### src/pfm_defs.svh
// named constants for the protected-port forwarding mask block
// assumes inclusion by bare name from every file that needs these values
`ifndef PFM_DEFS_SVH
`define PFM_DEFS_SVH

// default port count: eight copper ports plus two fibre ports
`define PFM_DEFAULT_PORTS   10
// widest port set that one mask word may carry
`define PFM_MAX_PORTS       32
// class bit held by every port after reset (unprotected)
`define PFM_CLASS_RESET     1'b0
// reset level of the reset synchroniser stages
`define PFM_RST_ASSERTED    1'b0
`define PFM_RST_RELEASED    1'b1

`endif

### src/pfm_pkg.sv
// types shared by the protected-port forwarding mask files
// assumes nothing of its surroundings
package pfm_pkg;

    // per-port class, one global setting for every private vlan
    typedef enum logic {
        port_unprotected,
        port_protected
    } port_class_type;

endpackage

### src/protected_port_forward_mask.sv
// Overview of operation
// (RULE1) promiscuous ingress reaches every private vlan port
// (RULE2) isolated ingress reaches only promiscuous ports
// (RULE3) protected egress only from promiscuous ingress
// (RULE4) promiscuous egress accepts any ingress port
// (RULE5) port class is global, not per vlan
// (RULE6) promiscuous ingress: egress equals vlan mask
// (RULE7) isolated ingress: private mask narrows vlan mask
// (RULE8) software sets vlan membership before protection
// (RULE9) all ports unprotected after reset
// (RULE10) protected and unprotected port sets readable
// (RULE11) private mask ANDed for protected ingress
//
// per-port protection class store and registered egress mask lookup
// assumes the forwarding engine and the management logic share clk;
// a request is answered one cycle later, no back-pressure
`timescale 1ns/1ns
`include "pfm_defs.svh"

module protected_port_forward_mask #(
    parameter int NUM_PORTS = `PFM_DEFAULT_PORTS,
    parameter int PW        = (NUM_PORTS > 1) ? $clog2(NUM_PORTS) : 1
) (
    input  wire logic                    clk,
    input  wire logic                    arst_n,
    input  wire logic                    cfg_write,
    input  wire logic [PW-1:0]           cfg_port,
    input  wire pfm_pkg::port_class_type cfg_class,
    input  wire logic                    cfg_bulk_write,
    input  wire logic [NUM_PORTS-1:0]    cfg_bulk_protect,
    input  wire logic                    req_valid,
    input  wire logic [PW-1:0]           req_ingress_port,
    input  wire logic [NUM_PORTS-1:0]    req_vlan_mask,
    output logic                         fwd_valid,
    output logic      [NUM_PORTS-1:0]    fwd_mask,
    output logic                         fwd_ingress_protected,
    output logic                         fwd_bad_port,
    output logic      [NUM_PORTS-1:0]    protected_ports,
    output logic      [NUM_PORTS-1:0]    unprotected_ports
);

    // ===================================================================
    // elaboration checks
    // ===================================================================
    generate
        if (NUM_PORTS < 2 || NUM_PORTS > `PFM_MAX_PORTS) begin : g_bad_ports
            $error("NUM_PORTS out of supported range");
        end
        if (PW < $clog2(NUM_PORTS)) begin : g_bad_pw
            $error("PW too narrow for NUM_PORTS");
        end
    endgenerate

    // ===================================================================
    // helpers
    // ===================================================================
    function automatic logic port_valid(input logic [PW-1:0] idx);
        port_valid = (int'(idx) < NUM_PORTS);
    endfunction

    function automatic logic class_of(input logic [NUM_PORTS-1:0] vec,
                                      input logic [PW-1:0]        idx);
        class_of = port_valid(idx) ? vec[idx] : `PFM_CLASS_RESET;
    endfunction

    function automatic logic [NUM_PORTS-1:0] port_onehot(input logic [PW-1:0] idx);
        logic [NUM_PORTS-1:0] one;
        one         = {{(NUM_PORTS-1){1'b0}}, 1'b1};
        port_onehot = port_valid(idx) ? (one << idx) : '0;
    endfunction

    // ===================================================================
    // reset synchroniser
    // ===================================================================
    logic rst_meta;
    logic rst_sync;

    always_ff @(posedge clk or negedge arst_n) begin
        if (!arst_n) begin
            rst_meta <= `PFM_RST_ASSERTED;
            rst_sync <= `PFM_RST_ASSERTED;
        end else begin
            rst_meta <= `PFM_RST_RELEASED;
            rst_sync <= rst_meta;
        end
    end

    // ===================================================================
    // port class store
    // ===================================================================
    // a single vector serves every vlan, so one write reclassifies a port
    // everywhere at once; there is deliberately no per-vlan copy
    logic [NUM_PORTS-1:0] protect_vec;

    // bulk load lands first, a single-port write in the same cycle wins
    // for its own bit; an out-of-range port index is ignored
    wire [NUM_PORTS-1:0] bulk_base      = cfg_bulk_write ? cfg_bulk_protect : protect_vec;
    wire [NUM_PORTS-1:0] cfg_bit        = port_onehot(cfg_port);
    wire                 cfg_to_protect = (cfg_class == pfm_pkg::port_protected);
    wire [NUM_PORTS-1:0] single_result  = cfg_to_protect ? (bulk_base | cfg_bit) : (bulk_base & ~cfg_bit);
    wire [NUM_PORTS-1:0] next_protect   = cfg_write ? single_result : bulk_base;   // [RULE5]

    always_ff @(posedge clk or negedge rst_sync) begin
        if (!rst_sync) begin
            protect_vec <= {NUM_PORTS{`PFM_CLASS_RESET}};                        // [RULE9]
        end else begin
            protect_vec <= next_protect;
        end
    end

    assign protected_ports   = protect_vec;                                      // [RULE10]
    assign unprotected_ports = ~protect_vec;                                     // [RULE10]

    // ===================================================================
    // egress mask lookup
    // ===================================================================
    // the protection mask can only remove ports from the vlan result, so
    // without vlan membership set up first nothing is forwarded at all
    wire                 req_port_ok       = port_valid(req_ingress_port);
    wire                 ingress_protected = class_of(protect_vec, req_ingress_port);   // [RULE3]
    wire [NUM_PORTS-1:0] egress_mask;

    pv_mask_calc #(
        .NUM_PORTS (NUM_PORTS)
    ) u_mask_calc (
        .protect_vec       (protect_vec),
        .ingress_protected (ingress_protected),
        .port_ok           (req_port_ok),
        .vlan_mask         (req_vlan_mask),
        .egress_mask       (egress_mask)
    );

    always_ff @(posedge clk or negedge rst_sync) begin
        if (!rst_sync) begin
            fwd_valid <= 1'b0;
        end else begin
            fwd_valid <= req_valid;
        end
    end

    // result words hold between requests so a slow consumer may reread them
    always_ff @(posedge clk or negedge rst_sync) begin
        if (!rst_sync) begin
            fwd_mask              <= '0;
            fwd_ingress_protected <= 1'b0;
            fwd_bad_port          <= 1'b0;
        end else if (req_valid) begin
            fwd_mask              <= egress_mask;                                // [RULE4] [RULE6] [RULE7]
            fwd_ingress_protected <= ingress_protected;
            fwd_bad_port          <= !req_port_ok;
        end
    end
endmodule

### src/pv_mask_calc.sv
// egress mask arithmetic: vlan-table mask, narrowed for isolated ingress
// assumes protect_vec, flags and vlan_mask all come from the same clock domain
`timescale 1ns/1ns
`include "pfm_defs.svh"

module pv_mask_calc #(
    parameter int NUM_PORTS = `PFM_DEFAULT_PORTS
) (
    input  wire logic [NUM_PORTS-1:0] protect_vec,
    input  wire logic                 ingress_protected,
    input  wire logic                 port_ok,
    input  wire logic [NUM_PORTS-1:0] vlan_mask,
    output logic      [NUM_PORTS-1:0] egress_mask
);

    // ===================================================================
    // private-vlan mask and selection
    // ===================================================================
    // one bit per port, set where the port is unprotected
    wire [NUM_PORTS-1:0] pv_mask       = ~protect_vec;                    // [RULE11]
    wire [NUM_PORTS-1:0] isolated_mask = vlan_mask & pv_mask;             // [RULE7] [RULE2]
    // unknown ingress port forwards nowhere rather than leaking a frame
    wire [NUM_PORTS-1:0] chosen_mask   = ingress_protected ? isolated_mask : vlan_mask;  // [RULE6] [RULE1]

    assign egress_mask = port_ok ? chosen_mask : '0;

endmodule

### config.mk
export PLATFORM = sky130hd
export DESIGN_NAME = protected_port_forward_mask
export DESIGN_NICKNAME = d
export VERILOG_FILES = /design/src/pfm_pkg.sv /design/src/protected_port_forward_mask.sv /design/src/pv_mask_calc.sv
export VERILOG_INCLUDE_DIRS = /design/src
export SDC_FILE = /design/constraint.sdc
export NUM_CORES = 1
export LEC_CHECK = 0
export ABC_AREA = 1
export BUFFER_PORTS_ARGS = -buffer_cell sky130_fd_sc_hd__buf_2
export CORE_ASPECT_RATIO = 1.4
export CORE_MARGIN = 2
export CORE_UTILIZATION = 33
export CTS_BUF_LIST = sky130_fd_sc_hd__clkbuf_4
export DETAILED_ROUTE_END_ITERATION = 10
export GPL_TIMING_DRIVEN = 0
export PLACE_DENSITY = 0.62
export SYNTH_ARGS = -nofsm -noshare
export SYNTH_HDL_FRONTEND = slang
export SYNTH_SLANG_ARGS = --single-unit
### constraint.sdc
create_clock -name clk -period 2.1 [get_ports clk]
set_input_delay 0.315 -clock clk [delete_from_list [all_inputs] [get_ports clk]]
set_output_delay 0.315 -clock clk [all_outputs]
set_load 0.01 [all_outputs]
Word level (Yosys, flattened, before mapping)
Index checks and enable logic that the tools add are counted.
- register bits after elaboration: 25
- input bits: 34
- word-level logic and storage cells: 26
- magnitude comparators: 3
- shifts and indexed selects: 1
- mux-type cells: 9
- bitwise logic cells: 5
- reduce and logical (&&, ||, !) cells: 1
- operators by type and width (operator ; number):
    $mux W10 ; 6
    $and A10 B10 Y10 ; 2
    $not A10 Y10 ; 2
    $or A10 B10 Y10 ; 1
    $shl A1 B4 Y10 const A ; 1
    $lt A4 B4 Y1 const B ; 2
    $lt A4 B5 Y1 const B ; 1
    $bmux W1 S4 ; 1
    $mux W1 ; 2
    $logic_not A1 Y1 ; 1

Depth between registers and ports, before layout
Gate-level depths: netlist of run 1.
- word-level depth: 6
- mapped depth: 12
- depth with buffers taken out: 10

Hierarchy
Synthesis of run 1 repeated with hierarchy kept, for this count alone.
- cells, all modules: 194
- area, all modules: 1420.1 µm²
- by module, submodules not included (module ; instances ; cells an instance ; area each (µm²) ; sequential area each (µm²)):
    protected_port_forward_mask ; 1 ; 152 ; 1222.4 ; 625.6
    pv_mask_calc ; 1 ; 42 ; 197.7 ; 0.0

Worst setup path before layout of run 1
Ideal clock, no wire load.
- kind: reg2reg
- start: register protect_vec[2], in the netlist protected_ports[2]
- end: register fwd_mask[0]
- library setup time: 116 ps
- arrival: 1082 ps
- path slack: 901 ps
- stages on the path, launching flop included: 11
- clock period less this slack: 1199 ps
- cell sequence: dfrtp_1 > inv_1 > nor2_1 > nor2_1 > nor2_1 > nand2_1 > nand2_2 > buf_6 > nand2_1 > nand2_1 > nand2_1
- word-level cells in the longest chain between the ends: 5
- RTL lines (item ; RTL line ; RTL):
    start: declaration ; protected_port_forward_mask.sv:93 ; logic [NUM_PORTS-1:0] protect_vec;
    start signal: assignment ; protected_port_forward_mask.sv:105 ; protect_vec <= {NUM_PORTS{`PFM_CLASS_RESET}};
    start signal: assignment ; protected_port_forward_mask.sv:107 ; protect_vec <= next_protect;
    $bmux W1 S4 ; protected_port_forward_mask.sv:63 ; class_of = port_valid(idx) ? vec[idx] : `PFM_CLASS_RESET;
    $mux W1 (not written as such) ; protected_port_forward_mask.sv:63 ;
    $mux W1 (no line) ; - ;
    $mux W10 ; pv_mask_calc.sv:23 ; wire [NUM_PORTS-1:0] chosen_mask = ingress_protected ? isolated_mask : vlan_mask;
    $mux W10 ; pv_mask_calc.sv:25 ; assign egress_mask = port_ok ? chosen_mask : '0;
    end signal: assignment ; protected_port_forward_mask.sv:148 ; fwd_mask <= egress_mask;
    end: declaration ; protected_port_forward_mask.sv:35 ; output logic [NUM_PORTS-1:0] fwd_mask,
No other way between the ends. The select of a mux whose other input is x is not followed.
A chain may end at the register's enable or synchronous reset.

Final worst setup path of run 1
- start: register protect_vec[7], in the netlist protected_ports[7]
- end: output port unprotected_ports[7]
- word-level cells in the longest chain between the ends: 1
- RTL lines (item ; RTL line ; RTL):
    $not A10 Y10 ; protected_port_forward_mask.sv:112 ; assign unprotected_ports = ~protect_vec;
    end: declaration ; protected_port_forward_mask.sv:39 ; output logic [NUM_PORTS-1:0] unprotected_ports
No other way between the ends.

==> qor.log, run 1 <==
qor: setup_path.crit_type reg2out
qor: synthesis.synth.yosys.warnings 0
qor: clock_network.clk_transition_reported_paths 0.14 ns
qor: routing.drtPass1Iterations 4
qor: synthesis.synth.avg_cell_area 7.298 µm²
qor: timing.timing_hold_violations_final 0
qor: timing.final.period_utilization 0.6345
qor: floorplanning.floorplan.die.width 58.06 µm
qor: timing.tns 0 ns
qor: clock_network.postCtsResizedCells 0
qor: setup_path.delay_of_the_slowest_critical_path_stage 0.43 ns
qor: timing.postLayoutSetupSlackWorst 0.7675 ns
qor: power.seqPwrFrac 0.531
qor: hold_path.whs_endpoint fwd_valid$_DFF_PN0_
qor: synthesis.postSynthCellCount 185
qor: finish.finalNonFillerCells 297
qor: synthesis.post_synth_instance_area 1350 µm²
qor: clock_network.tritoncts yes
qor: grt.grt_max_degree 24
qor: hold_path.timing.hold.worst.start req_valid
qor: timing.min_period 1.332 ns
qor: power.power_switching 346.2 µW
qor: setup_path.ff2ff_path_depth 10
qor: setup_path.crit_path_cell_trace inv_1 -> buf_2
qor: outcome.result_of_the_run complete, no violations
qor: routing.first_drt_iteration_drcs 23
qor: synthesis.synth_sequential_area_ratio 0.4634
qor: setup_path.crit_buf_inv 2
qor: grt.layer_with_the_highest_usage_after_global_routing met2
qor: place.gp_congestion 0.7589
qor: timing.rsz0062_at_grt no
qor: timing.report.final.slew_viol_count 0
qor: grt.grt_usage 0.1562
qor: routing.route.detailed.drc 0
qor: clock_network.tritoncts_num_sinks 25
qor: setup_path.critPathRequiredTime 1.78 ns
qor: setup_path.beginning_of_the_worst_register_to_register_path protected_ports[2]$_DFF_PN0_
qor: place.placement.io_buffers 64
qor: synthesis.ys_seq_elements 25
qor: setup_path.rr_endpoint fwd_mask[0]$_DFFE_PN0P_
qor: power.power_density 603.2 nW/µm²
qor: place.dpl_cell_area 1724 µm²
qor: routing.route.detailed.wl_per_inst 11.49 µm
qor: finish.flow.area_growth_from_synthesis 30.49%
qor: setup_path.rrSetupSlack 0.85 ns
qor: flow_run.max-cap-violations 0
qor: synthesis.synth.distinct_cells 20
qor: grt.initial_antenna_violation_count 0
qor: finish.ant_diodes 0
qor: setup_path.timing.critical_path.depth 2
qor: setup_path.cp-start-kind register
qor: setup_path.worst_setup_path_end_kind output port
qor: place.place.detailed.hpwl 2809 µm
qor: setup_path.critPathSlowestCell sky130_fd_sc_hd__dfrtp_1
qor: clock_network.cts_made_buffers 3
qor: timing.tightestPinTransition 0.9171 ns
qor: power.power_frac_clock 0.208
qor: floorplanning.floorplan.initialDensity 0.3445
qor: setup_path.cp_top_family flip-flops
qor: grt.wire_length_of_the_first_global_routing_pass 5582 µm
qor: timing.clock_skew 0.005734 ns
qor: power.switching_share 0.3258
qor: grt.grt_pass1_vias 1274
qor: finish.utilization 0.4496
qor: floorplanning.die-area 4626 µm²
qor: grt.grt_use_met1 0.1807
qor: setup_path.cp_data_arrival_time 1.02 ns
qor: routing.final_antenna_net_count 0
qor: floorplanning.rows 27
qor: synthesis.synthesis.nets 219
qor: routing.routed_vias_inst 4.478
qor: floorplanning.core_area 3919 µm²
qor: timing.achievable-frequency 750.5 MHz
qor: power.vdd.ir_drop.worst 0.3147 mV
qor: setup_path.critical_path_peak_fanout 3
qor: finish.fin_area 1762 µm²
qor: routing.detailroute.via_count 1330
qor: grt.grt-ovfl-total 0
qor: power.power.leakage 0.001083 µW
qor: grt.grt_use_met3 0.02431
qor: hold_path.type_of_the_tightest_min_delay_check in2reg
qor: clock_network.cts_buffer_depth 2
qor: power.pwr-share-comb 0.260
qor: clock_network.cts-htree-levels 1
qor: routing.route.final.wire_length 3413 µm
qor: clock_network.cts_root_buffer sky130_fd_sc_hd__clkbuf_4
qor: power.cell_internal_power 716.5 µW
qor: timing.relSlewSlack 0.3886
qor: floorplanning.die_h 79.68 µm
qor: finish.final_cell_mix 65 x sky130_fd_sc_hd__buf_2, 61 x sky130_fd_sc_hd__nand2_1, 28 x sky130_fd_sc_hd__inv_1, 26 x sky130_fd_sc_hd__nor2_1, 25 x sky130_fd_sc_hd__dfrtp_1
qor: hold_path.worstHoldPathCells 1
qor: timing.setup-violations-final 0
qor: finish.design.final.nets 289
qor: grt.use_met2 0.2807
qor: place.dp_slack 0.8251 ns
qor: floorplanning.pin_count 67
qor: place.placed_cells_incl_taps 292
qor: clock_network.worstSkewPairLatency 0.32 ns
qor: finish.post_route_cells_drive_above_1_share 0.2913
qor: finish.mostFrequentLayoutCell sky130_fd_sc_hd__buf_2
==> metrics by stage <==
stage          power (µW)  hold WS (ns)
2_1_floorplan       724.4       0.01941
3_3_place_gp        851.2       0.09964
3_5_place_dp        855.4        0.1022
4_1_cts              1076        0.1469
5_1_grt              1136        0.1286
6_report             1063        0.1536
==> power by group through the flow <==
stage / Clock, µW / Sequential (µW) / Combinational (µW)
floorplan: 0 / 591 / 133
global placement: 0 / 576 / 276
detailed placement: 0 / 576 / 279
CTS: 227 / 567 / 282
global route: 251 / 574 / 311
finish: 221 / 565 / 277
==> routing by layer <==
layer	wire length [µm]	up-vias
met5	0	-
met4	40	0
met3	171	2
met2	1821	35
met1	1380	600
li1	-	693
==> flip-flops by register name, indices dropped and copies added (netlist names) <==
name                   flops
rst_meta                   1
fwd_mask                  10
rst_sync                   1
fwd_ingress_protected      1
protected_ports           10
fwd_bad_port               1
fwd_valid                  1
==> cells by family (layout without fill, tap and decap cells) <==
kind of cell / Yosys count / after routing / synth area share
buffers and inverters: 36 / 105 / 0.1140
AND/OR/NAND/NOR: 100 / 100 / 0.2956
multiplexers: 10 / 10 / 0.07415
flip-flops: 25 / 25 / 0.4634
AO/OA/AOI/OAI: 13 / 13 / 0.05004
other: 1 / 1 / 0.002778
==> cell usage after synthesis, drive strengths merged <==
library cell  number  area (µm²)
mux2i             10       100.1
clkinv             1       3.750
nand2             62       235.2
a21oi             10       50.05
nor2              26       97.59
o21ai              2       10.00
inv               29       111.4
clkbuf             3       11.26
conb               1       3.750
dfrtp             25       625.6
nand3              7       35.03
o21a               1       7.510
nor3               4       25.02
nand4              1       6.260
buf                3       27.52
==> cell type report <==
type,count,area [µm²]
Buffer,6,38.79
Clock buffer,3,22.52
Clock inverter,1,5.005
Fill cell,437,2157
Inverter,30,115.1
Multi-Input combinational cell,124,570.5
Sequential cell,25,625.6
Tap cell,43,53.80
Timing Repair Buffer,65,330.3
==> worst max path at each step <==
| stage | start | to | slack, ns |
|---|---|---|---|
| 2_1_floorplan | protected_ports[2]$_DFF_PN0_ | fwd_mask[0]$_DFFE_PN0P_ | 0.90 |
| 3_3_place_gp | req_ingress_port[2] | fwd_mask[5]$_DFFE_PN0P_ | 0.84 |
| 3_5_place_dp | req_ingress_port[0] | fwd_mask[0]$_DFFE_PN0P_ | 0.83 |
| 4_1_cts | protected_ports[7]$_DFF_PN0_ | unprotected_ports[7] | 0.75 |
| 5_1_grt | protected_ports[7]$_DFF_PN0_ | unprotected_ports[7] | 0.68 |
| 6_report | protected_ports[7]$_DFF_PN0_ | unprotected_ports[7] | 0.77 |
==> what timing repair did <==
action,CTS,global route
setup endpoints to repair,0,0
endpoints found under the hold margin,2,0
hold buffers,1,0
buffers inserted,0,0
Power figures use the tool's default switching activity.
==> run 2: changes to the inputs <==
--- a/config.mk
+++ b/config.mk
@@ -6,7 +6,7 @@
 export SDC_FILE = /design/constraint.sdc
 export NUM_CORES = 1
 export LEC_CHECK = 0
-export ABC_AREA = 1
+export ABC_AREA = 0
 export BUFFER_PORTS_ARGS = -buffer_cell sky130_fd_sc_hd__buf_2
 export CORE_ASPECT_RATIO = 1.4
 export CORE_MARGIN = 2
==> constraint.sdc (replaced) <==
create_clock -name clk -period 1.05 [get_ports clk]
set_input_delay 0.1575 -clock clk [delete_from_list [all_inputs] [get_ports clk]]
set_output_delay 0.1575 -clock clk [all_outputs]
set_load 0.01 [all_outputs]
==> run 2 against run 1 <==
  * The run now ends with setup timing left
  * Critical path depth grew 3
  * Total power grew 150%
  * Sequential power grew 100%
  * Area after synthesis grew 18%
==> qor.log, run 2 <==
qor: setup_path.rrSetupSlack -0.44 ns [-1.29 ns]
qor: setup_path.critPathRequiredTime 1.29 ns [-0.49 ns]
qor: power.seqPwrFrac 0.436 [-0.095]
qor: grt.wire_length_of_the_first_global_routing_pass 7376 µm [+32%]
qor: grt.grt_pass1_vias 1530 [+20%]
qor: floorplanning.core_area 4608 µm² [+18%]
qor: floorplanning.floorplan.die.width 62.76 µm [+8.1%]
qor: power.power.leakage 0.001049 µW [-3.2%]
qor: power.cell_internal_power 1741 µW [+140%]
qor: clock_network.cts_buffer_depth 2 [unchanged]
qor: finish.final_cell_mix 54 x sky130_fd_sc_hd__buf_2, 23 x sky130_fd_sc_hd__dfrtp_1, 18 x sky130_fd_sc_hd__buf_6, 12 x sky130_fd_sc_hd__nor2_1
qor: routing.route.detailed.drc 0 [unchanged]
qor: floorplanning.rows 29 [+7.4%]
qor: power.switching_share 0.3343 [+0.008510]
qor: setup_path.cp_data_arrival_time 1.72 ns [+0.70 ns]
qor: finish.mostFrequentLayoutCell sky130_fd_sc_hd__buf_2
qor: place.dpl_cell_area 1998 µm² [+16%]
qor: timing.tightestPinTransition 0.5272 ns [-0.3899 ns]
qor: routing.detailroute.via_count 1552 [+17%]
qor: synthesis.ys_async_sr_fraction 1.000 [unchanged]
qor: synthesis.postSynthCellCount 163 [-12%]
qor: routing.first_drt_iteration_drcs 35 [+52%]
qor: timing.relSlewSlack 0.6486 [+0.2600]
qor: place.placement.io_buffers 65 [+1.6%]
qor: place.gp_congestion 0.7470 [-1.6%]
qor: timing.achievable-frequency 672.6 MHz
qor: synthesis.post_synth_instance_area 1595 µm² [+18%]
qor: grt.grt_max_degree 24 [unchanged]
qor: routing.drtPass1Iterations 4 [unchanged]
qor: synthesis.synthesis.nets 197 [-10%]
qor: synthesis.area_share_of_the_largest_cell_type_after_synthesis 0.3922 [-0.07124]
qor: setup_path.cp-start-kind register
qor: finish.post_route_cells_drive_above_1_share 0.5122 [+0.2209]
qor: synthesis.netlist_top_cells_area sky130_fd_sc_hd__dfrtp_1 39%, sky130_fd_sc_hd__nor4_2 7.8%, sky130_fd_sc_hd__nor3_2 6.3%
qor: setup_path.ff2ff_path_depth 5 [-5]
qor: synthesis.synth.avg_cell_area 9.787 µm² [+34%]
qor: finish.ant_diodes 0 [unchanged]
qor: flow_run.max-cap-violations 0 [unchanged]
qor: outcome.result_of_the_run finished, violations left
qor: timing.postLayoutSetupSlackWorst -0.4367 ns [-1.204 ns]
qor: timing.rsz0062_at_grt yes
qor: finish.finalNonFillerCells 308 [+3.7%]
qor: setup_path.crit_type reg2reg
qor: place.placed_cells_incl_taps 290 [-0.68%]
qor: finish.fin_area 2287 µm² [+30%]
qor: routing.route.detailed.wl_per_inst 14.44 µm [+26%]
qor: synthesis.post-synth-top-area-cell sky130_fd_sc_hd__dfrtp_1
qor: routing.route.final.wire_length 4449 µm [+30%]
qor: timing.clock_skew 0.007945 ns [+0.002211 ns]
qor: power.p_total 2615 µW [+150%]
qor: timing.min_period 1.487 ns
qor: power.power_switching 874.1 µW [+150%]
qor: finish.design.final.nets 281 [-2.8%]
qor: floorplanning.die-area 5414 µm² [+17%]
qor: timing.timing_hold_violations_final 0 [unchanged]
qor: setup_path.beginning_of_the_worst_register_to_register_path protected_ports[4]$_DFF_PN0_
qor: grt.grt_usage 0.1714 [+0.01518]
qor: synthesis.yosysMostFrequentCell sky130_fd_sc_hd__dfrtp_1
qor: synthesis.dominantRegCellSynth sky130_fd_sc_hd__dfrtp_1
qor: floorplanning.die_h 86.27 µm [+8.3%]
qor: place.place.detailed.hpwl 3167 µm [+13%]
qor: power.pwr-share-comb 0.377 [+0.117]
qor: grt.grt-ovfl-total 0 [unchanged]
qor: clock_network.tritoncts_num_sinks 25 [unchanged]
qor: floorplanning.pin_count 67 [unchanged]
qor: finish.ff_latch_area 628.1 µm² [+0.40%]
qor: routing.final_antenna_net_count 0 [unchanged]
qor: routing.routed_vias_inst 5.039 [+13%]
qor: power.power_frac_clock 0.187 [-0.021]
qor: setup_path.critical_path_peak_fanout 2 [-1]
qor: power.vdd.ir_drop.worst 0.5440 mV [+73%]
qor: clock_network.tritoncts yes
qor: clock_network.cts_made_buffers 3 [unchanged]
qor: clock_network.cts_root_buffer sky130_fd_sc_hd__clkbuf_4
qor: finish.multiInputGateArea 884.6 µm² [+55%]
qor: setup_path.rr_endpoint fwd_ingress_protected$_DFFE_PN0P_
qor: finish.flow.area_growth_from_synthesis 43.37%
qor: floorplanning.floorplan.initialDensity 0.3462 [+0.001677]
qor: synthesis.synth.distinct_cells 34 [+70%]
qor: clock_network.cts-htree-levels 1 [unchanged]
qor: clock_network.worstSkewPairLatency 0.33 ns [about the same]
qor: timing.fin_hold_ws 0.1065 ns [-0.04711 ns]
qor: setup_path.worst_setup_path_end_kind register
qor: synthesis.synth_sequential_area_ratio 0.3922 [-0.07124]
qor: synthesis.synth.yosys.warnings 0 [unchanged]
qor: synthesis.synth_edf_count 0 [unchanged]
qor: clock_network.clk_transition_reported_paths 0.15 ns [about the same]
qor: synthesis.ys_seq_elements 25 [unchanged]
qor: timing.setup-violations-final 32 [+32]
qor: finish.fillCellCount 480 [+9.8%]
qor: synthesis.netlist_top_cells_count 25 x sky130_fd_sc_hd__dfrtp_1, 12 x sky130_fd_sc_hd__inv_1, 12 x sky130_fd_sc_hd__nor2_1
qor: timing.report.final.slew_viol_count 0 [unchanged]
qor: outcome.violated_checks setup timing
qor: hold_path.type_of_the_tightest_min_delay_check in2async
qor: timing.final.period_utilization 1.416
qor: power.power_density 1143 nW/µm² [+90%]
qor: grt.initial_antenna_violation_count 0 [unchanged]
[run 2: changes by cell type in the layout (fill, tap and decap cells not counted), moves of 10 or more]
cell                       delta
sky130_fd_sc_hd__inv_1       -22
sky130_fd_sc_hd__nor4_2      +10
sky130_fd_sc_hd__a31oi_1     +10
sky130_fd_sc_hd__nor2_1      -14
sky130_fd_sc_hd__nand2b_1    +11
sky130_fd_sc_hd__nor2b_1     +10
sky130_fd_sc_hd__buf_2       -11
sky130_fd_sc_hd__nand2_1     -50
sky130_fd_sc_hd__buf_6       +16
[run 2: power groups by stage]
stage,clock network [µW],registers (µW),logic (µW)
floorplan,0,1200,423
global placement,0,1180,747
detailed placement,0,1180,754
CTS,501,1140,901
global route,522,1160,1080
finish,488,1140,985
[run 2: area by class of cell]
cell class                 count  share of cell area
tap                           62             0.03392
sequential                    25              0.2746
buffer                         9             0.03446
inverter                      12             0.02407
clock buffer                   4             0.01313
multi-input combinational    117              0.3868
timing repair buffer          79              0.2330
[run 2: cells by family (layout without fill, tap and decap cells)]
| logic type | after synthesis | after routing | synth area share |
|---|---|---|---|
| AOI/OAI and AO/OA | 28 | 28 | 0.1169 |
| other | 1 | 1 | 0.002351 |
| and+or+nand+nor | 76 | 76 | 0.3278 |
| muxes | 12 | 12 | 0.08627 |
| buffers and inverters | 21 | 104 | 0.07451 |
| DFF | 25 | 25 | 0.3922 |
[run 2: worst max-delay path by stage]
stage,start,to,slack (ns),depth (start not counted)
floorplan,protected_ports[6]$_DFF_PN0_,fwd_mask[1]$_DFFE_PN0P_,-0.36,5
global placement,protected_ports[9]$_DFF_PN0_,fwd_mask[0]$_DFFE_PN0P_,-0.57,5
detailed placement,protected_ports[9]$_DFF_PN0_,fwd_mask[7]$_DFFE_PN0P_,-0.57,5
CTS,protected_ports[5]$_DFF_PN0_,fwd_mask[7]$_DFFE_PN0P_,-0.38,5
global route,protected_ports[9]$_DFF_PN0_,fwd_mask[7]$_DFFE_PN0P_,-0.49,5
finish,protected_ports[4]$_DFF_PN0_,fwd_ingress_protected$_DFFE_PN0P_,-0.44,5
[run 2: metal layers]
metal,wire length (µm),GRT usage,share of wire,up-vias
li1,-,-,-,743
met1,1861,0.2223,0.42,755
met2,2321,0.2972,0.52,50
met3,213,0.02208,0.048,4
met4,52,0.05455,0.012,0
met5,0,0,0,-
[run 2: through the flow]
| stage | setup TNS, ns | setup slack, ns | utilization |
|---|---|---|---|
| final | -6.376 | -0.4367 | 0.4963 |
| after global routing | -8.071 | -0.4901 | 0.4963 |
| after CTS | -6.312 | -0.3790 | 0.4719 |
| after detailed placement | -9.365 | -0.5726 | 0.4336 |
| after global placement | -8.230 | -0.5672 | 0.4336 |
| after floorplan | -3.977 | -0.3636 | - |
[run 2: critical path, cell delays in order, from the launching register on]
cell and delay (ns):
sky130_fd_sc_hd__dfrtp_1 0.43, sky130_fd_sc_hd__mux4_2 0.50, sky130_fd_sc_hd__nor2_4 0.13, sky130_fd_sc_hd__buf_4 0.13
sky130_fd_sc_hd__o311ai_2 0.07, sky130_fd_sc_hd__o21a_1 0.13
[run 2: timing repair]
item                                   CTS  global route
buffers inserted                         8             7
hold buffers                             2             0
resized for setup                       19            27
setup endpoints to repair               55            44
pin swaps                                1             1
endpoints found under the hold margin    3             0
